<file path="config.mk">
export PLATFORM = sky130hd
export DESIGN_NAME = gcp_global_config
export DESIGN_NICKNAME = d
export VERILOG_FILES = /design/src/include/gcp_pkg.sv /design/src/hdl/gcp_global_config.sv /design/src/hdl/gcp_input_filter.sv /design/src/hdl/gcp_sync3.sv
export VERILOG_INCLUDE_DIRS = /design/src /design/src/include
export SDC_FILE = /design/constraint.sdc
export NUM_CORES = 1
export LEC_CHECK = 0
export BUFFER_PORTS_ARGS = -buffer_cell sky130_fd_sc_hd__buf_2
export CORE_AREA = 4 4 79 81
export CTS_CLUSTER_SIZE = 24
export DETAILED_ROUTE_END_ITERATION = 8
export DIE_AREA = 0 0 83 85
export PLACE_DENSITY = 0.76
export SLEW_MARGIN = 15
export SYNTH_ARGS = -nofsm -noshare
export SYNTH_HDL_FRONTEND = slang
export SYNTH_SLANG_ARGS = --single-unit
</file>
<file path="constraint.sdc">
create_clock -name clk_sys_in -period 1.3 [get_ports clk_sys_in]
set_clock_uncertainty 0.1 [all_clocks]
set_input_delay 0.065 -clock clk_sys_in [delete_from_list [all_inputs] [get_ports clk_sys_in]]
set_output_delay 0.065 -clock clk_sys_in [all_outputs]
set_load 0.02 [all_outputs]
</file>
<file path="src/include/gcp_params.svh">
// Purpose: constants for the global configuration pin select block
// Assumes: one register clock, host reaches indices through index/data
// Notes:   offsets are configuration indices, not byte addresses
//
// What this block does
// (RQ1) bit 4 of 28h clear enables E-segment decode
// (RQ2) parallel mode code top bit zero, others reserved
// (RQ3) 29h bit 3 moves serial A pins to GPIO
// (RQ4) 29h bits 2:1 pick fan or GPIO pins
// (RQ5) 2Ah bits 7:6 pick normal read clock
// (RQ6) flash fields ignored while flash interface disabled
// (RQ7) read mode 00 gives normal read at chosen clock
// (RQ8) read mode 11 gives fast read at 33 MHz
// (RQ9) software keeps clock field zero with fast read
// (RQ10) normal read one byte, fast read four bytes
// (RQ11) 2Ah bit 3 bypasses I2C data filter
// (RQ12) 2Ah bit 2 bypasses I2C clock filter
// (RQ13) 2Ah bit 1 gives shared pins to I2C
// (RQ14) 2Ah bit 0 turns keyboard/mouse pins to GPIO
// (RQ15) clock field on standby, read mode on battery
// (RQ16) flash enable taken from strap after reset
// (RQ17) 2Ch pin selects ignored while I2C pins active
// (RQ18) lock bit blocks configuration reads and writes
// (RQ19) reserved indices and bits read zero
// (RQ20) reset values 50h, 00h, 00h; wells keep bits
`ifndef GCP_PARAMS_SVH
`define GCP_PARAMS_SVH

`define GCP_IDX_RSVD_27     8'h27
`define GCP_IDX_ROM_PAR     8'h28
`define GCP_IDX_PIN_SEL_A   8'h29
`define GCP_IDX_FLASH_I2C   8'h2a
`define GCP_IDX_RSVD_2B     8'h2b

`define GCP_RST_ROM_PAR     8'h50
`define GCP_RST_PIN_SEL_A   8'h00
`define GCP_RST_FLASH_I2C   8'h00

`define GCP_MASK_ROM_PAR    8'h7f
`define GCP_MASK_PIN_SEL_A  8'h4e
`define GCP_MASK_FLASH_I2C  8'hff

`define GCP_BIT_E_DECODE_DIS 4
`define GCP_BIT_UART_A_GPIO  3
`define GCP_BIT_SDA_BYPASS   3
`define GCP_BIT_SCL_BYPASS   2
`define GCP_BIT_I2C_PINS     1
`define GCP_BIT_KBMS_GPIO    0

`define GCP_CLK_16MHZ       2'h0
`define GCP_CLK_33MHZ       2'h1
`define GCP_CLK_22MHZ       2'h2
`define GCP_MODE_NORMAL     2'h0
`define GCP_MODE_FAST       2'h3
`define GCP_FAN_GPIO        2'h1
`define GCP_BYTES_NORMAL    3'h1
`define GCP_BYTES_FAST      3'h4

`define GCP_FILTER_CYCLES   3'h4
`define GCP_STRAP_SETTLE    3'h5

`endif

</file>
<file path="src/include/gcp_pkg.sv">
// Purpose: shared types of the global configuration pin select block
// Assumes: constants live in gcp_params.svh
// Notes:   none
package gcp_pkg;
  typedef logic [7:0] gcp_byte_type;
  typedef enum logic [0:0] {
    GCP_STRAP_WAIT,
    GCP_STRAP_HELD
  } gcp_strap_state_type;
endpackage

</file>
<file path="src/hdl/gcp_global_config.sv">
// Purpose: global configuration indices 27h..2Bh and their pin effects
// Assumes: host index/data cycles arrive synchronous to clk_sys_in
// Notes:   flash clock field on standby reset, read mode on battery reset
`timescale 1ns/10ps
`include "gcp_params.svh"
module gcp_global_config (
  // clock and resets
  input  wire logic               clk_sys_in,
  input  wire logic               rst_n_in,
  input  wire logic               rst_stby_n_in,
  input  wire logic               rst_bat_n_in,
  // configuration index/data access
  input  wire logic               cfg_rd_in,
  input  wire logic               cfg_wr_in,
  input  wire gcp_pkg::gcp_byte_type cfg_index_in,
  input  wire gcp_pkg::gcp_byte_type cfg_wdata_in,
  output gcp_pkg::gcp_byte_type   cfg_rdata_out,
  output logic                    cfg_rvalid_out,
  // neighbouring configuration bits
  input  wire logic               config_write_lock_in,
  input  wire logic               reset_output_three_sel_in,
  input  wire logic               reset_output_two_sel_in,
  // pins
  input  wire logic               flash_interface_strap_enable_in,
  input  wire logic               i2c_data_pin_in,
  input  wire logic               i2c_clock_pin_in,
  // decode and mode
  output logic                    bios_e_decode_en_out,
  output logic [2:0]              parallel_mode_code_out,
  output logic                    parallel_mode_valid_out,
  // pin function selects
  output logic                    uart_a_pins_gpio_out,
  output logic                    fan_pins_gpio_out,
  output logic                    i2c_pins_active_out,
  output logic                    reset_output_three_en_out,
  output logic                    reset_output_two_en_out,
  output logic                    kbms_pins_gpio_out,
  // serial flash read setup
  output logic                    flash_if_enable_out,
  output logic [1:0]              flash_clk_code_out,
  output logic                    flash_fast_read_out,
  output logic [2:0]              flash_read_bytes_out,
  // filtered I2C inputs
  output logic                    i2c_data_filt_out,
  output logic                    i2c_clock_filt_out
);
  import gcp_pkg::*;

  gcp_byte_type        rom_par_r;
  gcp_byte_type        pin_sel_a_r;
  logic [3:0]          flash_i2c_lo_r;
  logic [1:0]          flash_mode_r;
  logic [1:0]          flash_clk_r;
  gcp_byte_type        rom_par_nxt;
  gcp_byte_type        pin_sel_a_nxt;
  gcp_byte_type        flash_i2c_nxt;
  gcp_byte_type        flash_i2c_cur;
  logic                access_ok;
  gcp_strap_state_type strap_st_r;
  gcp_strap_state_type strap_st_nxt;
  logic [2:0]          settle_r;
  logic [2:0]          settle_nxt;
  logic                flash_en_r;
  logic                flash_en_nxt;
  logic                strap_lvl;
  logic                sda_sync;
  logic                scl_sync;
  gcp_byte_type        rdata_r;
  gcp_byte_type        rdata_nxt;
  logic                rvalid_r;
  logic                rvalid_nxt;
  logic [18:0]         out_r;
  logic [18:0]         out_nxt;

  // masked read view of one index
  function automatic gcp_byte_type read_index(input gcp_byte_type idx,
                                              input gcp_byte_type r28,
                                              input gcp_byte_type r29,
                                              input gcp_byte_type r2a);
    gcp_byte_type val;
    val = 8'h00;
    case (idx)
      `GCP_IDX_ROM_PAR:   val = r28 & `GCP_MASK_ROM_PAR;
      `GCP_IDX_PIN_SEL_A: val = r29 & `GCP_MASK_PIN_SEL_A;
      `GCP_IDX_FLASH_I2C: val = r2a & `GCP_MASK_FLASH_I2C;
      default:            val = 8'h00; // reserved 27h, 2Bh, others
    endcase
    return val;
  endfunction

  // pin synchronisers; I2C lines ride inverted so reset reads as idle high
  gcp_sync3 u_strap_sync (
    .clk_sys_in (clk_sys_in),
    .rst_n_in   (rst_n_in),
    .pin_in     (flash_interface_strap_enable_in),
    .level_out  (strap_lvl)
  );
  gcp_sync3 u_sda_sync (
    .clk_sys_in (clk_sys_in),
    .rst_n_in   (rst_n_in),
    .pin_in     (!i2c_data_pin_in),
    .level_out  (sda_sync)
  );
  gcp_sync3 u_scl_sync (
    .clk_sys_in (clk_sys_in),
    .rst_n_in   (rst_n_in),
    .pin_in     (!i2c_clock_pin_in),
    .level_out  (scl_sync)
  );

  // I2C input filters with bypass bits
  gcp_input_filter u_sda_filter (
    .clk_sys_in (clk_sys_in),
    .rst_n_in   (rst_n_in),
    .bypass_in  (flash_i2c_lo_r[`GCP_BIT_SDA_BYPASS]), // RQ11
    .level_in   (!sda_sync),
    .level_out  (i2c_data_filt_out)
  );
  gcp_input_filter u_scl_filter (
    .clk_sys_in (clk_sys_in),
    .rst_n_in   (rst_n_in),
    .bypass_in  (flash_i2c_lo_r[`GCP_BIT_SCL_BYPASS]), // RQ12
    .level_in   (!scl_sync),
    .level_out  (i2c_clock_filt_out)
  );

  // strap capture once the synchroniser has settled after reset
  always_comb begin
    strap_st_nxt = strap_st_r;
    settle_nxt   = settle_r;
    flash_en_nxt = flash_en_r;
    case (strap_st_r)
      GCP_STRAP_WAIT: begin
        settle_nxt = settle_r + 3'h1;
        if (settle_r == `GCP_STRAP_SETTLE) begin
          flash_en_nxt = strap_lvl; // RQ16
          strap_st_nxt = GCP_STRAP_HELD;
        end
      end
      GCP_STRAP_HELD: strap_st_nxt = GCP_STRAP_HELD;
      default:        strap_st_nxt = GCP_STRAP_WAIT;
    endcase
  end

  always_ff @(posedge clk_sys_in or negedge rst_n_in) begin
    if (!rst_n_in) begin
      strap_st_r <= GCP_STRAP_WAIT;
      settle_r   <= 3'h0;
      flash_en_r <= 1'b0;
    end else begin
      strap_st_r <= strap_st_nxt;
      settle_r   <= settle_nxt;
      flash_en_r <= flash_en_nxt;
    end
  end

  // register writes and reads, both blocked by the lock
  always_comb begin
    access_ok     = !config_write_lock_in; // RQ18
    flash_i2c_cur = {flash_clk_r, flash_mode_r, flash_i2c_lo_r};
    rom_par_nxt   = rom_par_r;
    pin_sel_a_nxt = pin_sel_a_r;
    flash_i2c_nxt = flash_i2c_cur;
    if (cfg_wr_in && access_ok) begin
      case (cfg_index_in)
        `GCP_IDX_ROM_PAR:   rom_par_nxt = cfg_wdata_in & `GCP_MASK_ROM_PAR;
        `GCP_IDX_PIN_SEL_A:
          pin_sel_a_nxt = cfg_wdata_in & `GCP_MASK_PIN_SEL_A;
        `GCP_IDX_FLASH_I2C: flash_i2c_nxt = cfg_wdata_in;
        default: ; // RQ19
      endcase
    end
    rvalid_nxt = cfg_rd_in;
    rdata_nxt  = 8'h00;
    if (cfg_rd_in && access_ok) begin
      rdata_nxt = read_index(cfg_index_in, rom_par_r, pin_sel_a_r,
                             flash_i2c_cur); // RQ19
    end
  end

  // main-power registers and read data
  always_ff @(posedge clk_sys_in or negedge rst_n_in) begin
    if (!rst_n_in) begin
      rom_par_r      <= `GCP_RST_ROM_PAR; // RQ20
      pin_sel_a_r    <= `GCP_RST_PIN_SEL_A;
      flash_i2c_lo_r <= 4'h0;
      rdata_r        <= 8'h00;
      rvalid_r       <= 1'b0;
    end else begin
      rom_par_r      <= rom_par_nxt;
      pin_sel_a_r    <= pin_sel_a_nxt;
      flash_i2c_lo_r <= flash_i2c_nxt[3:0];
      rdata_r        <= rdata_nxt;
      rvalid_r       <= rvalid_nxt;
    end
  end

  // flash clock field lives on the standby well
  always_ff @(posedge clk_sys_in or negedge rst_stby_n_in) begin
    if (!rst_stby_n_in) begin
      flash_clk_r <= 2'h0; // RQ15
    end else begin
      flash_clk_r <= flash_i2c_nxt[7:6];
    end
  end

  // read-mode field lives on the battery well
  always_ff @(posedge clk_sys_in or negedge rst_bat_n_in) begin
    if (!rst_bat_n_in) begin
      flash_mode_r <= 2'h0; // RQ15
    end else begin
      flash_mode_r <= flash_i2c_nxt[5:4];
    end
  end

  // pin and flash effects, all registered before they leave
  always_comb begin
    out_nxt     = 19'h0;
    out_nxt[0]  = !rom_par_r[`GCP_BIT_E_DECODE_DIS]; // RQ1
    out_nxt[3:1] = rom_par_r[2:0]; // RQ2
    out_nxt[4]  = !rom_par_r[2]; // RQ2
    out_nxt[5]  = pin_sel_a_r[`GCP_BIT_UART_A_GPIO]; // RQ3
    out_nxt[6]  = (pin_sel_a_r[2:1] == `GCP_FAN_GPIO); // RQ4
    out_nxt[7]  = flash_i2c_lo_r[`GCP_BIT_I2C_PINS]; // RQ13
    out_nxt[8]  = !flash_i2c_lo_r[`GCP_BIT_I2C_PINS] &&
                  reset_output_three_sel_in; // RQ17
    out_nxt[9]  = !flash_i2c_lo_r[`GCP_BIT_I2C_PINS] &&
                  reset_output_two_sel_in; // RQ17
    out_nxt[10] = flash_i2c_lo_r[`GCP_BIT_KBMS_GPIO]; // RQ14
    out_nxt[11] = flash_en_r; // RQ16
    // defaults while disabled: 16 MHz normal one-byte reads
    out_nxt[13:12] = `GCP_CLK_16MHZ; // RQ6
    out_nxt[14]    = 1'b0;
    out_nxt[17:15] = `GCP_BYTES_NORMAL; // RQ10
    if (flash_en_r) begin
      if (flash_mode_r == `GCP_MODE_FAST) begin
        out_nxt[13:12] = `GCP_CLK_33MHZ; // RQ8
        out_nxt[14]    = 1'b1;
        out_nxt[17:15] = `GCP_BYTES_FAST; // RQ10
      end else begin
        out_nxt[13:12] = flash_clk_r; // RQ5 RQ7
      end
    end
  end

  always_ff @(posedge clk_sys_in or negedge rst_n_in) begin
    if (!rst_n_in) begin
      out_r <= 19'h08010; // decode off for 50h, mode valid, one byte
    end else begin
      out_r <= out_nxt;
    end
  end

  assign bios_e_decode_en_out      = out_r[0];
  assign parallel_mode_code_out    = out_r[3:1];
  assign parallel_mode_valid_out   = out_r[4];
  assign uart_a_pins_gpio_out      = out_r[5];
  assign fan_pins_gpio_out         = out_r[6];
  assign i2c_pins_active_out       = out_r[7];
  assign reset_output_three_en_out = out_r[8];
  assign reset_output_two_en_out   = out_r[9];
  assign kbms_pins_gpio_out        = out_r[10];
  assign flash_if_enable_out       = out_r[11];
  assign flash_clk_code_out        = out_r[13:12];
  assign flash_fast_read_out       = out_r[14];
  assign flash_read_bytes_out      = out_r[17:15];
  assign cfg_rdata_out             = rdata_r;
  assign cfg_rvalid_out            = rvalid_r;

  // checks
  bios_decode_a: assert property ( // RQ1
    @(posedge clk_sys_in) disable iff (!rst_n_in)
    (cfg_wr_in && !config_write_lock_in &&
     cfg_index_in == `GCP_IDX_ROM_PAR) ##1
    !(cfg_wr_in && cfg_index_in == `GCP_IDX_ROM_PAR)
    |=> (bios_e_decode_en_out == !$past(cfg_wdata_in[4], 2)))
    else $error("bios decode enable does not follow written bit");

  par_mode_a: assert property ( // RQ2
    @(posedge clk_sys_in) disable iff (!rst_n_in)
    parallel_mode_valid_out == !$past(rom_par_r[2]))
    else $error("parallel mode valid disagrees with code");

  fan_pins_a: assert property ( // RQ4
    @(posedge clk_sys_in) disable iff (!rst_n_in)
    fan_pins_gpio_out |-> $past(pin_sel_a_r[2:1]) == `GCP_FAN_GPIO)
    else $error("fan pins gpio without code 01");

  flash_off_a: assert property ( // RQ6
    @(posedge clk_sys_in) disable iff (!rst_n_in)
    !flash_if_enable_out |-> !flash_fast_read_out &&
      flash_clk_code_out == `GCP_CLK_16MHZ)
    else $error("flash setup active while interface disabled");

  fast_read_a: assert property ( // RQ8
    @(posedge clk_sys_in) disable iff (!rst_n_in)
    flash_fast_read_out |-> flash_clk_code_out == `GCP_CLK_33MHZ &&
      flash_read_bytes_out == `GCP_BYTES_FAST)
    else $error("fast read not at 33 MHz with four bytes");

  read_len_a: assert property ( // RQ10
    @(posedge clk_sys_in) disable iff (!rst_n_in)
    !flash_fast_read_out |-> flash_read_bytes_out == `GCP_BYTES_NORMAL)
    else $error("normal read length not one byte");

  i2c_pins_a: assert property ( // RQ17
    @(posedge clk_sys_in) disable iff (!rst_n_in)
    i2c_pins_active_out |-> !reset_output_three_en_out &&
      !reset_output_two_en_out)
    else $error("reset outputs enabled while pins are I2C");

  lock_read_a: assert property ( // RQ18
    @(posedge clk_sys_in) disable iff (!rst_n_in)
    cfg_rd_in && config_write_lock_in |=>
      cfg_rvalid_out && cfg_rdata_out == 8'h00)
    else $error("locked read returned data");

  lock_write_a: assert property ( // RQ18
    @(posedge clk_sys_in) disable iff (!rst_n_in)
    cfg_wr_in && config_write_lock_in |=> $stable(rom_par_r) &&
      $stable(pin_sel_a_r) && $stable(flash_i2c_lo_r))
    else $error("locked write changed a register");

  rsvd_read_a: assert property ( // RQ19
    @(posedge clk_sys_in) disable iff (!rst_n_in)
    cfg_rd_in && (cfg_index_in == `GCP_IDX_RSVD_27 ||
      cfg_index_in == `GCP_IDX_RSVD_2B) |=> cfg_rdata_out == 8'h00)
    else $error("reserved index read nonzero");
endmodule

</file>
<file path="src/hdl/gcp_input_filter.sv">
// Purpose: glitch filter for one synchronised I2C line, with bypass
// Assumes: level_in already on clk_sys_in
// Notes:   filtered level follows after a run of equal samples
`timescale 1ns/10ps
`include "gcp_params.svh"
module gcp_input_filter (
  // clock and reset
  input  wire logic clk_sys_in,
  input  wire logic rst_n_in,
  // control
  input  wire logic bypass_in,
  // data
  input  wire logic level_in,
  output logic      level_out
);
  logic [2:0] run_r;
  logic [2:0] run_nxt;
  logic       out_r;
  logic       out_nxt;

  // count samples that differ from the output; bypass passes through
  always_comb begin
    run_nxt = 3'h0;
    out_nxt = out_r;
    if (bypass_in) begin
      out_nxt = level_in;
    end else if (level_in != out_r) begin
      run_nxt = run_r + 3'h1;
      if (run_nxt == `GCP_FILTER_CYCLES) begin
        out_nxt = level_in;
        run_nxt = 3'h0;
      end
    end
  end

  // register count and output
  always_ff @(posedge clk_sys_in or negedge rst_n_in) begin
    if (!rst_n_in) begin
      run_r <= 3'h0;
      out_r <= 1'b1;
    end else begin
      run_r <= run_nxt;
      out_r <= out_nxt;
    end
  end

  assign level_out = out_r;
endmodule

</file>
<file path="src/hdl/gcp_sync3.sv">
// Purpose: three-stage synchroniser for one pin level
// Assumes: pin is asynchronous to clk_sys_in
// Notes:   output moves only when stages two and three agree
`timescale 1ns/10ps
module gcp_sync3 (
  // clock and reset
  input  wire logic clk_sys_in,
  input  wire logic rst_n_in,
  // pin and clean level
  input  wire logic pin_in,
  output logic      level_out
);
  logic [2:0] stage_r;
  logic [2:0] stage_nxt;
  logic       level_r;
  logic       level_nxt;

  // shift chain; first stage feeds only the second
  always_comb begin
    stage_nxt = {stage_r[1:0], pin_in};
    level_nxt = (stage_r[1] == stage_r[2]) ? stage_r[2] : level_r;
  end

  // register the chain and the agreed level
  always_ff @(posedge clk_sys_in or negedge rst_n_in) begin
    if (!rst_n_in) begin
      stage_r <= 3'h0;
      level_r <= 1'b0;
    end else begin
      stage_r <= stage_nxt;
      level_r <= level_nxt;
    end
  end

  assign level_out = level_r;
endmodule

</file>
==> results of run 1 <==
==> cell type report <==
class / count / area (um^2) / area share
clock buffers: 14 / 143 / 0.0409
clock inverters: 2 / 35.0 / 0.0101
well taps: 72 / 90.1 / 0.0258
repair buffers: 92 / 619 / 0.178
inverters: 8 / 30.0 / 0.00861
multi-input cells: 93 / 835 / 0.239
flip-flops and latches: 69 / 1730 / 0.497
==> state kept, by name (all words and copies together) (netlist names), 3 cells and up <==
register / flops
u_sda_sync.stage_r: 3
settle_r: 3
pin_sel_a_r: 4
u_sda_filter.run_r: 3
u_strap_sync.stage_r: 3
rom_par_r: 7
u_scl_sync.stage_r: 3
flash_i2c_lo_r: 4
u_scl_filter.run_r: 3
cfg_rdata_out: 8
out_r: 16
==> metrics by stage <==
stage / std cells / util / area, um^2
after floorplan: 174 / - / 2570
after global placement: 306 / 0.547 / 3000
after detailed placement: 306 / 0.547 / 3000
after CTS: 348 / 0.629 / 3440
after global routing: 350 / 0.637 / 3490
final: 350 / 0.637 / 3490
==> kinds of logic after synthesis <==
family	Yosys count	synth area share
multiplexers	30	0.126
buffers and inverters	12	0.0214
adder cells (fa/ha/maj)	9	0.0408
AND/OR/NAND/NOR	39	0.0991
flip-flops	69	0.673
XOR/XNOR	6	0.0204
AO/OA/AOI/OAI	8	0.0170
other	1	0.00146
==> Yosys cell counts <==
master / number
a21oi_1: 7
a2bb2oi_1: 1
and2b_1: 1
and4bb_2: 1
buf_2: 2
buf_4: 2
conb_1: 1
dfrtp_1: 63
dfstp_2: 6
ha_1: 6
inv_1: 8
maj3_1: 3
mux2_2: 20
mux2i_1: 10
nand2_1: 6
nand2b_1: 2
nand3_1: 2
nand3_2: 2
nand4b_1: 2
nor2_1: 8
nor2b_1: 4
nor3b_1: 5
nor4b_1: 2
nor4b_4: 1
or2_2: 3
xnor2_1: 2
xor2_1: 4
==> layout by cell type (no fill, tap or decap), types with 3 or more instances in the layout <==
cell type and n:
dfrtp_1 63, buf_2 55, dlygate4sd3_1 20, mux2_2 19, buf_4 15, mux2i_1 10, clkbuf_8 9, nor2_1 7
inv_1 7, dfstp_2 6, nand2_1 5, a21oi_1 5, clkbuf_1 5, nor2b_1 4, nor3b_1 3, or2_2 3
maj3_1 3, ha_2 3, ha_1 3
==> worst max path at each step <==
| stage | start | endpoint | slack [ns] | cells after the start |
|---|---|---|---|---|
| 6_report | settle_r[1] | flash_en_r | 0.02 | 5 |
| 5_1_grt | u_sda_filter.run_r[1] | u_sda_filter.run_r[0] | -0.06 | 4 |
| 4_1_cts | settle_r[1] | flash_en_r | -0.006 | 5 |
| 3_5_place_dp | cfg_index_in[7] | rom_par_r[5] | -0.12 | 4 |
| 3_3_place_gp | cfg_index_in[7] | pin_sel_a_r[3] | -0.08 | 4 |
| 2_1_floorplan | u_sda_filter.run_r[0] | u_sda_filter.run_r[0] | 0.01 | 4 |
==> layer usage <==
layer  share of wire  wire length, um  GRT usage
met1            0.40             1950      0.172
met5               0                0          0
met4           0.023              112     0.0758
met2            0.52             2530      0.251
met3           0.049              234     0.0427
==> worst register-to-register path: stages (launching register included) <==
cell and delay [ns]:
dfrtp_1 0.39, inv_2 0.07, ha_1 0.15, nand2_2 0.06
nor2_2 0.09, mux2_4 0.31
==> timing repair <==
item	CTS	global route
setup endpoints to repair	5	7
buffers inserted	6	3
hold buffers	20	0
resized for setup	6	8
pin swaps	4	5
hold endpoints to repair	96	0
==> report_power, final <==
part	switching, uW	internal, uW
Sequential	105	2330
Clock	719	888
Combinational	333	357
==> results_dict.tcl, run 1 <==
set metrics [dict create \
    outcome "finished clean" \
    cp.arrival_ns 1.40 \
    synth.avg_cell_area_um2 14.8 \
    irDropWorstVdd_uv 832 \
    cp-start-kind "register" \
    seq_area_frac_synth 0.673 \
    holdPathEnd "cfg_rdata_out[5]" \
    wirelength_um 4820 \
    gr-total-overflow 0 \
    cts_sinks 69 \
    fp.dieArea_mm2 0.00706 \
    crit_fanout 2 \
    whs_path_depth 4 \
    dr.first_iter.drc_count 65 \
    syn_area_mm2 0.00257 \
    fillCellCount 454 \
    cts_root_buf "clkbuf_8" \
    rrSetupSlack_ns 0.02 \
    routed-via-count 1631 \
    worstPathCellList "inv_2, ha_1, nand2_2, nor2_2, mux2_4" \
    grt_pass1_vias 1720 \
    crit_buf_inv 1 \
    worst_path_dominant_cell_family "flip-flops" \
    total_leakage_power_uw 0.00177 \
    final_hold_viol_count 0 \
    ys.warnings.count 0 \
    n_antenna_cell 0 \
    finalSetupTns_ns 0 \
    die_w_um 83 \
    yosysTopAreaCellShare 0.612 \
    start_util 0.471 \
    dp_slack_ns -0.116 \
    syn_to_final_growth_pct 35.4 \
    synth.distinct_cells 27 \
    tritoncts.num_buffers 9 \
    hp-start "cfg_index_in[0]" \
    dp_hpwl_um 3180 \
    syn-num-nets 208 \
    drcViolationCount 0 \
    hold_path.class "in2reg" \
    path_class "reg2reg" \
    htreeDepth 3 \
    cts_tree "done" \
    dr.pass1.iters 4 \
    coreArea_mm2 0.00547 \
    slowest_delay_ns 0.39 \
    holdWs_ns 0.0241 \
    finalCritPeriodShare 0.986 \
    port_buffers 55 \
    crit_path_end_kind "register" \
    antenna_found_initial 0 \
    synth_cells 174 \
    grt_max_degree 66 \
    synth_top_cell_by_area "dfrtp_1" \
    grt_pass1_wl_um 8080 \
    rows 27 \
    rsz0062_at_grt "true" \
    rr_startpoint "settle_r[1]" \
    power_uw 4730 \
    fin_ws_ns 0.0181 \
    ant_nets 0 \
    pwr_density_cell_mw_per_mm2 1360 \
    wl_per_cell_um 13.8 \
    synthTopCellsByArea "dfrtp_1, mux2_2, dfstp_2, mux2i_1, ha_1" \
    routed_via_density 4.66 \
    reg2reg_depth 5 \
    layout-drive-gt1-share 0.460 \
    grt_usage 0.148 \
    timing.rr.end "flash_en_r" \
    clk_pin_slew_ns 0.07 \
    io_pins 57 \
    die_h_um 85 \
    max_freq_mhz 780 \
    nNetsFinal 307 \
    globalplace.congestion 0.691 \
    drv_cap 0 \
    slowest_stage "dfrtp_1" \
    critPathRequiredTime_ns 1.42 \
    insertion_delay_ns 0.33 \
    setup_violations 0 \
    synth-seq-cells 69 \
    drv_slew 0 \
    cts_max_path_buffers 2 \
    fin_crit_ns 1.28 \
]
Note: power is estimated with default switching activity, not from simulation.
==> run 2: changes to the inputs <==
--- a/config.mk
+++ b/config.mk
@@ -15,4 +15,6 @@
 export SLEW_MARGIN = 15
 export SYNTH_ARGS = -nofsm -noshare
 export SYNTH_HDL_FRONTEND = slang
+export SYNTH_HIERARCHICAL = 1
 export SYNTH_SLANG_ARGS = --single-unit
+export TNS_END_PERCENT = 20
==> run 2 against run 1 <==
Effect of this change: the run now ends with negative setup slack left; maximum frequency is 9.8% lower; largest cell class unchanged; power is 13% higher; via count rose by 5.2%; non-clock buffer count is 1 lower; sequential share of layout area down 1.3 points; die area unchanged.
==> results_dict.tcl, run 2 <==
set metrics [dict create \
    htreeDepth 3 \
    tritoncts.num_buffers 9 \
    synth.avg_cell_area_um2 14.3 \
    yosysTopAreaCellShare 0.605 \
    crit_fanout 3 \
    n_antenna_cell 0 \
    ys.flop_type "dfrtp_1" \
    grt_pass1_wl_um 9110 \
    holdPathEnd "cfg_rdata_out[7]" \
    cts_sinks 69 \
    clk_pin_slew_ns 0.07 \
    total_leakage_power_uw 0.00181 \
    post-place-cells 319 \
    ys.warnings.count 6 \
    finalCritPeriodShare 1.09 \
    syn_area_mm2 0.00261 \
    reg2reg_depth 4 \
    seq_area_frac_synth 0.665 \
    whs_path_depth 5 \
    synth_top_family_by_area "multiplexers" \
    synthTopCellsByCount "dfrtp_1, mux2_2, inv_1" \
    layout_commonest_cell "dfrtp_1" \
    slowest_stage "dfrtp_1" \
    fin_ws_ns -0.121 \
    synth.distinct_cells 29 \
    violations "negative setup slack" \
    dp_hpwl_um 3660 \
    fp.dieArea_mm2 0.00706 \
    syn-num-nets 216 \
    synth_xor_area_frac 0.0202 \
    antenna_found_initial 0 \
    synth_cells 182 \
    layout_common_cells "dfrtp_1, buf_2, mux2_2, dlygate4sd3_1, buf_4" \
    power_uw 5350 \
    met3_length_um 237 \
    yosys.area_share.adder 0.0417 \
    timing.rr.end "u_sda_filter/level_out" \
    hp-start "config_write_lock_in" \
    rsz0062_at_grt "true" \
    synth_edf_count 0 \
    dr.pass1.iters 4 \
    rrSetupSlack_ns -0.12 \
    outcome "complete, but fails checks" \
    wl_per_cell_um 15.3 \
    insertion_delay_ns 0.34 \
    largest_reg_flops 16 \
    regMostFlops "out_r" \
    die_w_um 83 \
    setup_violations 4 \
    fin_crit_ns 1.42 \
    crit_buf_inv 0 \
    critPathRequiredTime_ns 1.47 \
    wl_met1_um 2190 \
    globalplace.congestion 0.756 \
    dr.first_iter.drc_count 71 \
    layout.cells.non_filler 357 \
    dp_slack_ns -0.141 \
    worst_path_dominant_cell_family "flip-flops" \
    synthArstFlopShare 1.00 \
    die_h_um 85 \
    wl_met2_um 2890 \
    drv_cap 0 \
    layout-drive-gt1-share 0.477 \
    gr-total-overflow 0 \
    pwr_density_cell_mw_per_mm2 1490 \
    start_util 0.476 \
    routed_via_density 4.80 \
    place_area_mm2 0.00307 \
    slowest_delay_ns 0.41 \
    synth-simple-area-share 0.103 \
    grt_usage 0.166 \
    routed-via-count 1715 \
    rr_startpoint "u_sda_filter/run_r[0]" \
    grt_pass1_vias 1881 \
    crit_path_end_kind "register" \
    wirelength_um 5450 \
    drcViolationCount 0 \
    irDropWorstVdd_uv 1080 \
    final_hold_viol_count 0 \
    nNetsFinal 314 \
    path_class "reg2reg" \
    synth-seq-cells 69 \
    cts_tree "done" \
    synth_mux_area_frac 0.122 \
    rows 27 \
    cts_root_buf "clkbuf_8" \
    port_buffers 55 \
    cp-start-kind "register" \
    hold_path.class "in2reg" \
    coreArea_mm2 0.00547 \
    worstPathCellList "ha_2, xor2_2, a21oi_2, mux2_4" \
    synth_compound_area_frac 0.0230 \
    grt_max_degree 66 \
    ant_nets 0 \
    drv_slew 0 \
    yosysMostFrequentCell "dfrtp_1" \
    cts_max_path_buffers 2 \
    highest_layer "met4" \
    synthTopCellsByArea "dfrtp_1, mux2_2, dfstp_2, ha_1, mux2i_1" \
    design_area_mm2 0.00358 \
    synth_top_cell_by_area "dfrtp_1" \
    cp.arrival_ns 1.59 \
    max_freq_mhz 704 \
    io_pins 57 \
    syn_to_final_growth_pct 37.3 \
]
[run 2: cell count changes after synthesis, moves of 3 or more]
cell / before / now
mux2i_1: 10 / 7
nor2b_1: 4 / 8
maj3_1: 3 / 0
maj3_2: 0 / 3
[run 2: layout make-up]
cell class	count	area, um^2
Clock buffer	10	138
Clock inverter	6	110
Fill cell	431	1890
Inverter	10	37.5
Multi-Input combinational cell	99	863
Sequential cell	69	1730
Tap cell	72	90.1
Timing Repair Buffer	91	608
[run 2: worst min-delay path, stage by stage]
cell and delay [ns]:
buf_2 0.10, buf_4 0.11, nor2b_1 0.06, nand3_1 0.08, nor2_1 0.04
[run 2: logic make-up (layout without fill, tap and decap cells)]
group,Yosys count,after routing
AOI/OAI and AO/OA,11,11
xor gates and xnor gates,6,6
adders and majority gates,9,9
buffers and inverters,14,117
DFF,69,69
muxes,29,29
other,1,1
and+or+nand+nor,43,43
[run 2: report_power, final]
group	internal, uW	switching (uW)	leakage (uW)
logic	405	393	0.000819
clock network	1320	792	0.000119
registers	2330	109	0.000877
total	4060	1290	0.00181
[run 2: repair_timing]
| item | 4_1_cts | 5_1_grt |
|---|---|---|
| hold endpoints to repair | 95 | 0 |
| endpoints found under the setup margin | 6 | 7 |
| cloned | 0 | 0 |
| hold buffers | 20 | 0 |
| resized for setup | 1 | 9 |
| pin swaps | 3 | 5 |
| buffers inserted | 2 | 0 |
[run 2: how the worst max path moves through the flow]
stage / start / endpoint / slack, ns / cells past startpoint
2_1_floorplan: u_scl_filter/run_r[0] / u_scl_filter/level_out / -0.05 / 4
3_3_place_gp: cfg_index_in[4] / flash_clk_r[0] / -0.09 / 6
3_5_place_dp: cfg_index_in[4] / rom_par_r[0] / -0.14 / 5
4_1_cts: u_scl_filter/run_r[0] / u_scl_filter/level_out / -0.12 / 4
5_1_grt: u_sda_filter/run_r[0] / u_sda_filter/level_out / -0.16 / 4
6_report: u_sda_filter/run_r[0] / u_sda_filter/level_out / -0.12 / 4
[run 2: per-layer routing]
| layer | GRT usage | vias up |
|---|---|---|
| met2 | 0.291 | 43 |
| met3 | 0.0505 | 13 |
| met4 | 0.0713 | 0 |
| li1 | - | 800 |
| met5 | 0 | - |
| met1 | 0.189 | 859 |
[run 2: metrics by stage]
stage | hold slack (ns) | utilization | setup TNS, ns
floorplan | -0.331 | - | -0.102
global placement | -0.246 | 0.561 | -1.30
detailed placement | -0.247 | 0.561 | -2.54
CTS | 0.0204 | 0.647 | -0.350
global route | 0.0368 | 0.654 | -0.458
finish | 0.0499 | 0.654 | -0.239
